`src/core/ckg_pkg.sv`:
```
// Package with constants, register map and state encodings of the clock output control block.
package ckg_pkg;

  // ****************************************************************
  // Outputs and serial target
  // ****************************************************************
  localparam int        NUM_OUT         = 9;
  localparam int        NUM_PIN_OE      = 4;
  localparam logic [7:0] TARGET_ADDR8   = 8'hd6;
  localparam logic [6:0] TARGET_ADDR7   = TARGET_ADDR8[7:1];
  localparam int        CMD_BYTE_MODE   = 7;
  localparam logic [3:0] BITS_PER_BYTE  = 4'h8;

  // ****************************************************************
  // Register map
  // ****************************************************************
  localparam logic [7:0] OFS_RESERVED   = 8'h00;
  localparam logic [7:0] OFS_OE_LOW     = 8'h01;
  localparam logic [7:0] OFS_OE_HIGH    = 8'h02;
  localparam logic [7:0] REG_COUNT      = 8'h03;
  localparam logic [7:0] RST_RESERVED   = 8'h00;
  localparam logic [7:0] RST_OE_LOW     = 8'h17;
  localparam logic [7:0] RST_OE_HIGH    = 8'hf8;
  localparam int        OE_LOW_BIT_0    = 4;
  localparam int        OE_LOW_BIT_1    = 2;
  localparam int        OE_LOW_BIT_2    = 1;
  localparam int        OE_LOW_BIT_3    = 0;
  localparam int        OE_HIGH_BIT_4   = 7;

  // ****************************************************************
  // Spread setting and synchroniser lanes
  // ****************************************************************
  localparam int        SPREAD_DOWN_PPM = 5000;
  localparam int        NUM_SYNC        = 11;
  localparam int        SY_REF          = 10;
  localparam int        SY_SCL          = 9;
  localparam int        SY_SDA          = 8;
  localparam int        SY_PWR          = 7;
  localparam int        SY_SPREAD       = 6;
  localparam int        SY_GRP68        = 5;
  localparam int        SY_GRP45        = 4;

  // ****************************************************************
  // State encodings
  // ****************************************************************
  typedef enum logic [1:0] {
    PWR_WAIT_GOOD = 2'b00,
    PWR_RUN       = 2'b01,
    PWR_DOWN      = 2'b10
  } ckg_pwr_e;

  typedef enum logic [2:0] {
    I2C_IDLE = 3'b000,
    I2C_RX   = 3'b001,
    I2C_ACK  = 3'b010,
    I2C_TX   = 3'b011,
    I2C_MACK = 3'b100
  } ckg_i2c_e;

  typedef enum logic [1:0] {
    PH_ADDR  = 2'b00,
    PH_CMD   = 2'b01,
    PH_COUNT = 2'b10,
    PH_DATA  = 2'b11
  } ckg_phase_e;

endpackage

```
`src/core/ckg_out_gate.sv`:
```
// Glitch-free gate for one output clock, enable retimed to the output clock's falling edge.
`timescale 1ns/10ps
module ckg_out_gate (
  // Clock and reset
  input  wire logic clk,
  input  wire logic rst,
  // Synchronised reference clock
  input  wire logic ref_lvl,
  input  wire logic ref_fall,
  // Requested enable and gated output
  input  wire logic en_req,
  output logic      out
);

  logic en_s1;
  logic en_eff;

  // Enable moves only on a falling output edge, so a pulse is never cut or stretched.
  always_ff @(posedge clk or posedge rst) begin
    if (rst) begin
      en_s1  <= 1'b0;
      en_eff <= 1'b0;
    end else if (ref_fall) begin
      en_s1  <= en_req;
      en_eff <= en_s1;
    end
  end

  always_ff @(posedge clk or posedge rst) begin
    if (rst) begin
      out <= 1'b0;
    end else begin
      out <= ref_lvl & en_eff;
    end
  end

  a_en_moves_low: assert property (@(posedge clk) disable iff (rst) $changed(en_eff) |-> !ref_lvl)
    else $error("Output enable changed while reference high.");

  a_out_needs_en: assert property (@(posedge clk) disable iff (rst) out |-> $past(en_eff))
    else $error("Output high without effective enable.");

  a_restart_bound: assert property (@(posedge clk) disable iff (rst)
    $rose(en_req) ##1 en_req [*3] |-> ##[0:60] en_eff)
    else $error("Output not restarted within six output cycles.");

endmodule

```
`src/core/ckg_clock_ctrl.sv`:
```
// Clock output control: power-good/power-down pin, output gating, spread select, serial target.
// Functional notes
// - Pin is power-good until first sampled high.
// - Power-good low: outputs off, serial logic alive.
// - After power-good, pin low means power-down.
// - Power-down stops outputs without glitches.
// - Power-down: outputs low, oscillator, serial off.
// - Power-down release restarts outputs in 2-6 cycles.
// - Output runs only if pin and bit high.
// - Enable bits reset to one.
// - Re-enabled output restarts cleanly in 2-6 cycles.
// - Disabled output stops at boundary, held low.
// - Spread pin high selects down-spread.
// - All registers load defaults at reset.
// - Byte/block read and write supported.
// - Block access ascending, MSB first, stop anywhere.
// - Byte operation uses command code index.
// - Target answers only address 8'hd6.
// - Block write: command, count, data, all acked.
// - Block read: count then data, master NACKs last.
// - Byte write: command and data acked.
// - Byte read: one byte, master NACKs.
// - Byte 1 holds enables of outputs 0-3.
// - Byte 0 reserved, read/write, resets zero.
// - Byte 2 holds enables of outputs 4-8.
// - Group pins gate outputs 4-5 and 6-8.
`timescale 1ns/10ps
module ckg_clock_ctrl (
  // Clock and reset
  input  wire logic                         clk,
  input  wire logic                         rst,
  // Reference clock from the oscillator
  input  wire logic                         ref_clk_pin,
  // Power and spread pins
  input  wire logic                         power_good_or_down_pin,
  input  wire logic                         spread_enable_pin,
  // Output enable pins
  input  wire logic [ckg_pkg::NUM_PIN_OE-1:0] out_en_pin,
  input  wire logic                         group_4_5_gate_pin,
  input  wire logic                         group_6_8_gate_pin,
  // Serial control bus
  input  wire logic                         scl_pin,
  input  wire logic                         sda_in,
  output logic                              sda_out,
  output logic                              sda_oe_n,
  // Clock outputs and analog controls
  output logic [ckg_pkg::NUM_OUT-1:0]       clk_out,
  output logic                              spread_down_en,
  output logic                              osc_enable
);

  // ****************************************************************
  // Input synchronisers
  // ****************************************************************
  logic [ckg_pkg::NUM_SYNC-1:0] sync1;
  logic [ckg_pkg::NUM_SYNC-1:0] sync2;
  logic [2:0]                   sync3;

  always_ff @(posedge clk or posedge rst) begin
    if (rst) begin
      sync1 <= '0;
      sync2 <= '0;
      sync3 <= '0;
    end else begin
      sync1 <= {ref_clk_pin, scl_pin, sda_in, power_good_or_down_pin, spread_enable_pin,
                group_6_8_gate_pin, group_4_5_gate_pin, out_en_pin};
      sync2 <= sync1;
      sync3 <= {sync2[ckg_pkg::SY_REF], sync2[ckg_pkg::SY_SCL], sync2[ckg_pkg::SY_SDA]};
    end
  end

  logic ref_lvl;
  logic ref_fall;
  logic scl_s;
  logic sda_s;
  logic scl_rise;
  logic scl_fall;
  logic start_det;
  logic stop_det;
  logic pwr_s;

  assign ref_lvl   = sync2[ckg_pkg::SY_REF];
  assign ref_fall  = sync3[2] & ~ref_lvl;
  assign scl_s     = sync2[ckg_pkg::SY_SCL];
  assign sda_s     = sync2[ckg_pkg::SY_SDA];
  assign scl_rise  = scl_s & ~sync3[1];
  assign scl_fall  = ~scl_s & sync3[1];
  assign start_det = scl_s & sync3[1] & sync3[0] & ~sda_s;
  assign stop_det  = scl_s & sync3[1] & ~sync3[0] & sda_s;
  assign pwr_s     = sync2[ckg_pkg::SY_PWR];

  // ****************************************************************
  // Power state
  // ****************************************************************
  // The power-down pin is asynchronous; it is sampled here and the output
  // gates then stop each clock on its own low phase, so no runt pulse leaves.
  ckg_pkg::ckg_pwr_e pstate;

  always_ff @(posedge clk or posedge rst) begin
    if (rst) begin
      pstate <= ckg_pkg::PWR_WAIT_GOOD;
    end else begin
      unique case (pstate)
        ckg_pkg::PWR_WAIT_GOOD: if (pwr_s) begin
          pstate <= ckg_pkg::PWR_RUN;
        end
        ckg_pkg::PWR_RUN: if (!pwr_s) begin
          pstate <= ckg_pkg::PWR_DOWN;
        end
        ckg_pkg::PWR_DOWN: if (pwr_s) begin
          pstate <= ckg_pkg::PWR_RUN;
        end
        default: pstate <= ckg_pkg::PWR_WAIT_GOOD;
      endcase
    end
  end

  always_ff @(posedge clk or posedge rst) begin
    if (rst) begin
      osc_enable     <= 1'b1;
      spread_down_en <= 1'b0;
      sda_out        <= 1'b0;
    end else begin
      osc_enable     <= (pstate != ckg_pkg::PWR_DOWN);
      spread_down_en <= sync2[ckg_pkg::SY_SPREAD];
      sda_out        <= 1'b0;
    end
  end

  // ****************************************************************
  // Registers
  // ****************************************************************
  logic [7:0] reg_reserved;
  logic [7:0] reg_oe_low;
  logic [7:0] reg_oe_high;
  logic       wr_stb;
  logic [7:0] wr_idx;
  logic [7:0] wr_data;

  always_ff @(posedge clk or posedge rst) begin
    if (rst) begin
      reg_reserved <= ckg_pkg::RST_RESERVED;
      reg_oe_low   <= ckg_pkg::RST_OE_LOW;
      reg_oe_high  <= ckg_pkg::RST_OE_HIGH;
    end else if (wr_stb) begin
      if (wr_idx == ckg_pkg::OFS_RESERVED) begin
        reg_reserved <= wr_data;
      end
      if (wr_idx == ckg_pkg::OFS_OE_LOW) begin
        reg_oe_low <= wr_data;
      end
      if (wr_idx == ckg_pkg::OFS_OE_HIGH) begin
        reg_oe_high <= wr_data;
      end
    end
  end

  function automatic logic [7:0] rd_reg(input logic [7:0] idx, input logic [7:0] r0,
                                        input logic [7:0] r1, input logic [7:0] r2);
    logic [7:0] val;
    val = 8'h00;
    if (idx == ckg_pkg::OFS_RESERVED) val = r0;
    if (idx == ckg_pkg::OFS_OE_LOW) val = r1;
    if (idx == ckg_pkg::OFS_OE_HIGH) val = r2;
    return val;
  endfunction

  // ****************************************************************
  // Output gating
  // ****************************************************************
  logic [ckg_pkg::NUM_OUT-1:0] oe_bits;
  logic [ckg_pkg::NUM_OUT-1:0] oe_pins;
  logic [ckg_pkg::NUM_OUT-1:0] en_req;

  assign oe_bits = {reg_oe_high[ckg_pkg::OE_HIGH_BIT_4-4], reg_oe_high[ckg_pkg::OE_HIGH_BIT_4-3],
                    reg_oe_high[ckg_pkg::OE_HIGH_BIT_4-2], reg_oe_high[ckg_pkg::OE_HIGH_BIT_4-1],
                    reg_oe_high[ckg_pkg::OE_HIGH_BIT_4], reg_oe_low[ckg_pkg::OE_LOW_BIT_3],
                    reg_oe_low[ckg_pkg::OE_LOW_BIT_2], reg_oe_low[ckg_pkg::OE_LOW_BIT_1],
                    reg_oe_low[ckg_pkg::OE_LOW_BIT_0]};
  assign oe_pins = {{3{sync2[ckg_pkg::SY_GRP68]}}, {2{sync2[ckg_pkg::SY_GRP45]}},
                    sync2[ckg_pkg::NUM_PIN_OE-1:0]};

  genvar gi;
  generate
    for (gi = 0; gi < ckg_pkg::NUM_OUT; gi++) begin : g_out
      // Either the pin or the bit low stops the output; only run state lets it go.
      assign en_req[gi] = oe_pins[gi] & oe_bits[gi] & (pstate == ckg_pkg::PWR_RUN);
      ckg_out_gate u_gate (
        .clk      (clk),
        .rst      (rst),
        .ref_lvl  (ref_lvl),
        .ref_fall (ref_fall),
        .en_req   (en_req[gi]),
        .out      (clk_out[gi])
      );
    end
  endgenerate

  // ****************************************************************
  // Serial target
  // ****************************************************************
  ckg_pkg::ckg_i2c_e   i2c_st;
  ckg_pkg::ckg_phase_e phase;
  logic [3:0]          bit_cnt;
  logic [7:0]          shreg;
  logic [7:0]          ptr;
  logic                byte_mode;
  logic                send_count;
  logic                tx_next;
  logic                master_ack;
  logic [7:0]          tx_byte;

  // A block read first returns the register count, then bytes from the pointer upward.
  assign tx_byte = send_count ? ckg_pkg::REG_COUNT : rd_reg(ptr, reg_reserved, reg_oe_low, reg_oe_high);

  always_ff @(posedge clk or posedge rst) begin
    if (rst) begin
      i2c_st     <= ckg_pkg::I2C_IDLE;
      phase      <= ckg_pkg::PH_ADDR;
      bit_cnt    <= 4'h0;
      shreg      <= 8'h00;
      ptr        <= 8'h00;
      byte_mode  <= 1'b0;
      send_count <= 1'b0;
      tx_next    <= 1'b0;
      master_ack <= 1'b0;
      sda_oe_n   <= 1'b1;
      wr_stb     <= 1'b0;
      wr_idx     <= 8'h00;
      wr_data    <= 8'h00;
    end else begin
      wr_stb <= 1'b0;
      if (pstate == ckg_pkg::PWR_DOWN) begin
        i2c_st   <= ckg_pkg::I2C_IDLE;
        sda_oe_n <= 1'b1;
      end else if (start_det) begin
        i2c_st   <= ckg_pkg::I2C_RX;
        phase    <= ckg_pkg::PH_ADDR;
        bit_cnt  <= 4'h0;
        sda_oe_n <= 1'b1;
      end else if (stop_det) begin
        i2c_st   <= ckg_pkg::I2C_IDLE;
        sda_oe_n <= 1'b1;
      end else begin
        unique case (i2c_st)
          ckg_pkg::I2C_IDLE: begin
            sda_oe_n <= 1'b1;
          end
          ckg_pkg::I2C_RX: begin
            if (scl_rise) begin
              shreg   <= {shreg[6:0], sda_s};
              bit_cnt <= bit_cnt + 4'h1;
            end else if (scl_fall && bit_cnt == ckg_pkg::BITS_PER_BYTE) begin
              bit_cnt <= 4'h0;
              tx_next <= 1'b0;
              unique case (phase)
                ckg_pkg::PH_ADDR: begin
                  if (shreg[7:1] == ckg_pkg::TARGET_ADDR7) begin
                    i2c_st   <= ckg_pkg::I2C_ACK;
                    sda_oe_n <= 1'b0;
                    tx_next  <= shreg[0];
                    phase    <= ckg_pkg::PH_CMD;
                  end else begin
                    i2c_st <= ckg_pkg::I2C_IDLE;
                  end
                end
                ckg_pkg::PH_CMD: begin
                  byte_mode  <= shreg[ckg_pkg::CMD_BYTE_MODE];
                  send_count <= ~shreg[ckg_pkg::CMD_BYTE_MODE];
                  ptr        <= {1'b0, shreg[6:0]};
                  phase      <= shreg[ckg_pkg::CMD_BYTE_MODE] ? ckg_pkg::PH_DATA : ckg_pkg::PH_COUNT;
                  i2c_st     <= ckg_pkg::I2C_ACK;
                  sda_oe_n   <= 1'b0;
                end
                ckg_pkg::PH_COUNT: begin
                  phase    <= ckg_pkg::PH_DATA;
                  i2c_st   <= ckg_pkg::I2C_ACK;
                  sda_oe_n <= 1'b0;
                end
                ckg_pkg::PH_DATA: begin
                  wr_stb   <= 1'b1;
                  wr_idx   <= ptr;
                  wr_data  <= shreg;
                  ptr      <= ptr + 8'h01;
                  i2c_st   <= ckg_pkg::I2C_ACK;
                  sda_oe_n <= 1'b0;
                end
              endcase
            end
          end
          ckg_pkg::I2C_ACK: begin
            if (scl_fall) begin
              bit_cnt <= 4'h0;
              if (tx_next) begin
                shreg    <= tx_byte;
                sda_oe_n <= tx_byte[7];
                i2c_st   <= ckg_pkg::I2C_TX;
                if (send_count) begin
                  send_count <= 1'b0;
                end else begin
                  ptr <= ptr + 8'h01;
                end
              end else begin
                sda_oe_n <= 1'b1;
                i2c_st   <= ckg_pkg::I2C_RX;
              end
            end
          end
          ckg_pkg::I2C_TX: begin
            if (scl_rise) begin
              shreg   <= {shreg[6:0], 1'b0};
              bit_cnt <= bit_cnt + 4'h1;
            end else if (scl_fall) begin
              if (bit_cnt == ckg_pkg::BITS_PER_BYTE) begin
                sda_oe_n <= 1'b1;
                i2c_st   <= ckg_pkg::I2C_MACK;
              end else begin
                sda_oe_n <= shreg[7];
              end
            end
          end
          ckg_pkg::I2C_MACK: begin
            if (scl_rise) begin
              master_ack <= ~sda_s;
            end else if (scl_fall) begin
              bit_cnt <= 4'h0;
              if (master_ack) begin
                shreg    <= tx_byte;
                sda_oe_n <= tx_byte[7];
                i2c_st   <= ckg_pkg::I2C_TX;
                if (send_count) begin
                  send_count <= 1'b0;
                end else begin
                  ptr <= ptr + 8'h01;
                end
              end else begin
                i2c_st <= ckg_pkg::I2C_IDLE;
              end
            end
          end
          default: i2c_st <= ckg_pkg::I2C_IDLE;
        endcase
      end
    end
  end

  // ****************************************************************
  // Checks
  // ****************************************************************
  a_good_to_run: assert property (@(posedge clk) disable iff (rst)
    pstate == ckg_pkg::PWR_WAIT_GOOD && pwr_s |=> pstate == ckg_pkg::PWR_RUN)
    else $error("Power-good high did not enter run.");

  a_run_to_down: assert property (@(posedge clk) disable iff (rst)
    pstate == ckg_pkg::PWR_RUN && !pwr_s |=> pstate == ckg_pkg::PWR_DOWN)
    else $error("Power-down pin low did not enter power-down.");

  a_wait_no_out: assert property (@(posedge clk) disable iff (rst)
    pstate == ckg_pkg::PWR_WAIT_GOOD |-> en_req == '0 && osc_enable)
    else $error("Output requested before power-good.");

  a_down_quiet: assert property (@(posedge clk) disable iff (rst)
    pstate == ckg_pkg::PWR_DOWN ##1 pstate == ckg_pkg::PWR_DOWN |-> i2c_st == ckg_pkg::I2C_IDLE && sda_oe_n && !osc_enable)
    else $error("Serial target or oscillator active in power-down.");

  a_down_out_low: assert property (@(posedge clk) disable iff (rst)
    $rose(pstate == ckg_pkg::PWR_DOWN) |-> ##[1:60] clk_out == '0)
    else $error("Outputs not stopped after power-down.");

  a_pin_gates_out: assert property (@(posedge clk) disable iff (rst)
    !oe_pins[0] |-> !en_req[0])
    else $error("Output 0 requested with its pin low.");

  a_addr_nack: assert property (@(posedge clk) disable iff (rst)
    i2c_st == ckg_pkg::I2C_RX && phase == ckg_pkg::PH_ADDR && scl_fall && !start_det && !stop_det &&
    bit_cnt == ckg_pkg::BITS_PER_BYTE && shreg[7:1] != ckg_pkg::TARGET_ADDR7 &&
    pstate != ckg_pkg::PWR_DOWN |=> i2c_st == ckg_pkg::I2C_IDLE && sda_oe_n)
    else $error("Foreign address acknowledged.");

  a_write_ascend: assert property (@(posedge clk) disable iff (rst)
    wr_stb |-> ptr == wr_idx + 8'h01)
    else $error("Block write pointer not ascending.");

  a_reset_dflt: assert property (@(posedge clk) $fell(rst) |-> reg_oe_low == ckg_pkg::RST_OE_LOW &&
    reg_oe_high == ckg_pkg::RST_OE_HIGH && reg_reserved == ckg_pkg::RST_RESERVED)
    else $error("Registers not at defaults after reset.");

  a_spread_track: assert property (@(posedge clk) disable iff (rst)
    sync2[ckg_pkg::SY_SPREAD] [*2] |-> spread_down_en)
    else $error("Spread select does not follow its pin.");

endmodule

```
`config.mk`:
```
export PLATFORM = sky130hd
export DESIGN_NAME = ckg_clock_ctrl
export DESIGN_NICKNAME = d
export VERILOG_FILES = /design/src/core/ckg_pkg.sv /design/src/core/ckg_out_gate.sv /design/src/core/ckg_clock_ctrl.sv
export SDC_FILE = /design/constraint.sdc
export NUM_CORES = 1
export LEC_CHECK = 0
export BUFFER_PORTS_ARGS = -buffer_cell sky130_fd_sc_hd__buf_2
export CELL_PAD_IN_SITES_DETAIL_PLACEMENT = 0
export CELL_PAD_IN_SITES_GLOBAL_PLACEMENT = 1
export CORE_MARGIN = 4
export CORE_UTILIZATION = 50
export CTS_CLUSTER_DIAMETER = 50
export CTS_CLUSTER_SIZE = 12
export DETAILED_ROUTE_END_ITERATION = 7
export GPL_TIMING_DRIVEN = 0
export PLACE_DENSITY_LB_ADDON = 0.08
export SLEW_MARGIN = 15
export SYNTH_ARGS = -nofsm -noshare
export SYNTH_HDL_FRONTEND = slang
export SYNTH_HIERARCHICAL = 1
export SYNTH_SLANG_ARGS = --single-unit
export TNS_END_PERCENT = 5
```
`constraint.sdc`:
```
create_clock -name clk -period 3.1 [get_ports clk]
set_clock_uncertainty 0.05 [all_clocks]
set_input_delay 0.155 -clock clk [delete_from_list [all_inputs] [get_ports clk]]
set_output_delay 0.155 -clock clk [all_outputs]
set_load 0.005 [all_outputs]
```
==> metrics <==
design area=6830 um2; register share of total power=0.425; Slew Limit Fails=0; sw frac=0.2117; cell row count=38; GRT met3 Usage=0.05737; Seq cells post-synth=126; CP arrival=approximately 2.7 ns; Sinks on Clock Net=about 130; Logic pwr share=0.044; first-pass GRT wire length=19.72 mm; Port Buffers=24; htree depth=4; Die W=114.9 um; M1 GR Usage=0.2406; Slew HR=0.4758; maximum buffer depth of the clock tree=2; DR vias/cell=5.554; commonest non-fill, non-tap cell in the layout=dfrtp_1; worst flop-to-flop path startpoint=ptr[1]; area grow syn2layout=19.58%; worst min path class=input port to asynchronous set/reset pin; Peak VDD IR=between 0.6 and 0.7 mV; Ports=26; Reg2Reg Setup Slack=0.68 ns; Initial Util=0.5178; Clk pin slew, worst setup/hold paths=roughly 0.060 ns; Psw=approximately 860 uW; final period demand of the worst path=2.424 ns; final setup fails=0; CP Cell Sequence=inv_1 -> ha_1 -> buf_2 -> nor2b_1 -> clkbuf_1 -> a221oi_1 -> a2111oi_2 -> nor3_1 -> mux2i_1; cells after synthesis=~460; Max Fanout on Critical Path=9; placer congestion estimate=around 0.86; Min Hold Slack=~0.24 ns; register area share after synthesis=0.5544; final core utilization=0.6192; Die H=114.9 um; Non-Filler Instances=672; PwrDens=596.7 nW/um2; global routing's busiest layer=met2; Clock Latency Late Sink=0.41 ns; synth warn=6; DP Wirelength=7.929 mm; GRT Total Usage=0.1925; post-synth cell types=69; worst r2r dst=sda_oe_n; CTS resizes=0; Cell Area, Synth=5712 um2; async set or reset register ratio after synthesis=1.000; Core Area=11030 um2; Iteration-0 DRC Markers=258; Pint=3.213 mW; DR DRC count=0; crit path launch type=register; First-pass DRT Iterations=4; status=complete, no violations; most common flop cell mapped by yosys=dfrtp_1; pin count of the biggest net entering global routing=67; grt ovf=0; ant diodes=0; Post-synth EDFFs=0; Fin. Hold Viols=0; root buf cell=clkbuf_16; NumNets Final=542; placed cell areas=6057 um2; fmax=0.4125 GHz; synthesized area per cell=~12 um2; Inst Count DP=around 630; Worst path slowest cell=dfrtp_1; Critical Path Sink Type=register; crit-path max cell delay=between 0.4 and 0.5 ns; initial antenna violation count=0; Clock power frac=0.532; TritonCTS buffer count=17; vias after detailed routing=around 3700; most frequent cells in the layout=dfrtp_1 (115), mux2_2 (52), buf_2 (30), inv_1 (26), nor2_1 (25); syn_nets=roughly 490; CP Class=register to register; unrepaired setup endpoints after global routing=false; Die ar.=13200 um2; Least-Margin Pin Slew=a little under 0.8 ns; Data required, critical path=~3.4 ns; Reg2Reg Depth=9; leakage=3.309 nW; Avg WL per Cell=between 15 and 20 um; final WL=11.41 mm; share of cells above drive strength 1=0.2970; Final Cycle Share=0.7821; met2 GRT Util=0.3241; Post-DRT Antenna Nets=0; vias in the first global route=3909; Max Cap Violations=0; CTS tree=yes
==> how the worst max path moves through the flow <==
stage	from	to	slack [ns]	depth (start not counted)
after global placement	rst	sync1[6]	-0.93	2
after global routing	ptr[1]	shreg[7]	0.49	9
after floorplan	rst	bit_cnt[0]	0.32	1
final	ptr[1]	sda_oe_n	0.68	9
after CTS	ptr[1]	sda_oe_n	0.67	9
after detailed placement	ptr[1]	sda_oe_n	0.71	9
==> worst max-delay path, delay by kind of cell, from the launching register on <==
family,cells,cell delay (ns)
AOI/OAI and AO/OA,2,0.62
adders and majority gates,1,0.18
buffers and inverters,3,0.67
DFF,1,0.45
muxes,1,0.16
and+or+nand+nor,2,0.23
==> cells in the mapped netlist (2+ instances only) <==
library cell	count	share of area
dfrtp_1	115	0.50
mux2_2	52	0.10
inv_1	27	0.018
nor2_1	25	0.016
nand2_1	18	0.012
o21ai_0	15	0.013
and3_1	14	0.015
and2_1	11	0.012
dfstp_2	11	0.051
nand3_1	11	0.0096
a21oi_1	10	0.0088
ha_1	10	0.022
mux2_4	9	0.024
a211o_1	7	0.011
mux2_1	7	0.014
nand2b_1	7	0.0077
nor2b_1	7	0.0077
a22o_1	6	0.0092
a22oi_1	6	0.0079
buf_2	6	0.0053
nor3_1	5	0.0044
a31oi_1	4	0.0044
mux2i_1	4	0.0070
o2bb2ai_1	4	0.0061
a211oi_1	3	0.0039
a221oi_1	3	0.0046
buf_6	3	0.0059
clkbuf_1	3	0.0020
nand3b_1	3	0.0039
nor3b_1	3	0.0039
o211ai_1	3	0.0039
o21ai_1	3	0.0026
o22a_1	3	0.0046
a21boi_0	2	0.0026
a21oi_2	2	0.0031
a2bb2oi_1	2	0.0031
buf_4	2	0.0026
nand4b_1	2	0.0031
o21a_1	2	0.0026
o21ai_2	2	0.0031
xnor2_1	2	0.0031
==> power by group through the flow <==
stage                     Clock (mW)  Combinational (mW)  Sequential, mW
after floorplan                    0               0.119            1.74
after global routing            2.28               0.204            1.74
after CTS                       2.20               0.183            1.73
after detailed placement           0               0.171            1.76
after global placement             0               0.158            1.76
final                           2.17               0.178            1.73
==> registers in the layout, indices dropped and copies added, names as in the netlist, 9 cells and up <==
register	count
sync1	11
sync2	11
g_out.u_gate/en_eff	9
g_out.u_gate/en_s1	9
g_out.u_gate/out	9
==> layer usage <==
layer / routed length (um) / share of wire / vias up
met5: 0 / 0 / -
met4: 116 / 0.010 / 0
met3: 401 / 0.035 / 10
met2: 5794 / 0.51 / 71
met1: 5093 / 0.45 / 1883
li1: - / - / 1768
==> layout make-up <==
class | count | area (um2)
fill | 864 | 4200
sequential | 126 | 3167
multi-input combinational | 293 | 2337
clock buffer | 19 | 442.9
timing repair buffer | 38 | 282.8
clock inverter | 13 | 210.2
tap | 140 | 175.2
inverter | 28 | 110.1
buffer | 15 | 105.1
==> cell families after synthesis <==
group / synth area share
multiplexers: 0.1470
XOR/XNOR: 0.007887
AND/OR/NAND/NOR: 0.1176
AO/OA/AOI/OAI: 0.1137
flip-flops: 0.5544
adder cells (fa/ha/maj): 0.02191
other: 0.0006565
buffers and inverters: 0.03680
==> per-stage QoR <==
stage,setup TNS [ns],total power [mW],setup WS [ns]
2_1_floorplan,0,1.859,0.3228
3_3_place_gp,-81.41,1.917,-0.9327
3_5_place_dp,0,1.931,0.7065
4_1_cts,0,4.119,0.6738
5_1_grt,0,4.217,0.4915
6_report,0,4.076,0.6756
==> repair_timing <==
action | 4_1_cts | 5_1_grt
hold endpoints to repair | 67 | 0
hold buffers | 12 | 0
buffers inserted | 0 | 0
No activity file was read; power rests on OpenSTA's default activity.
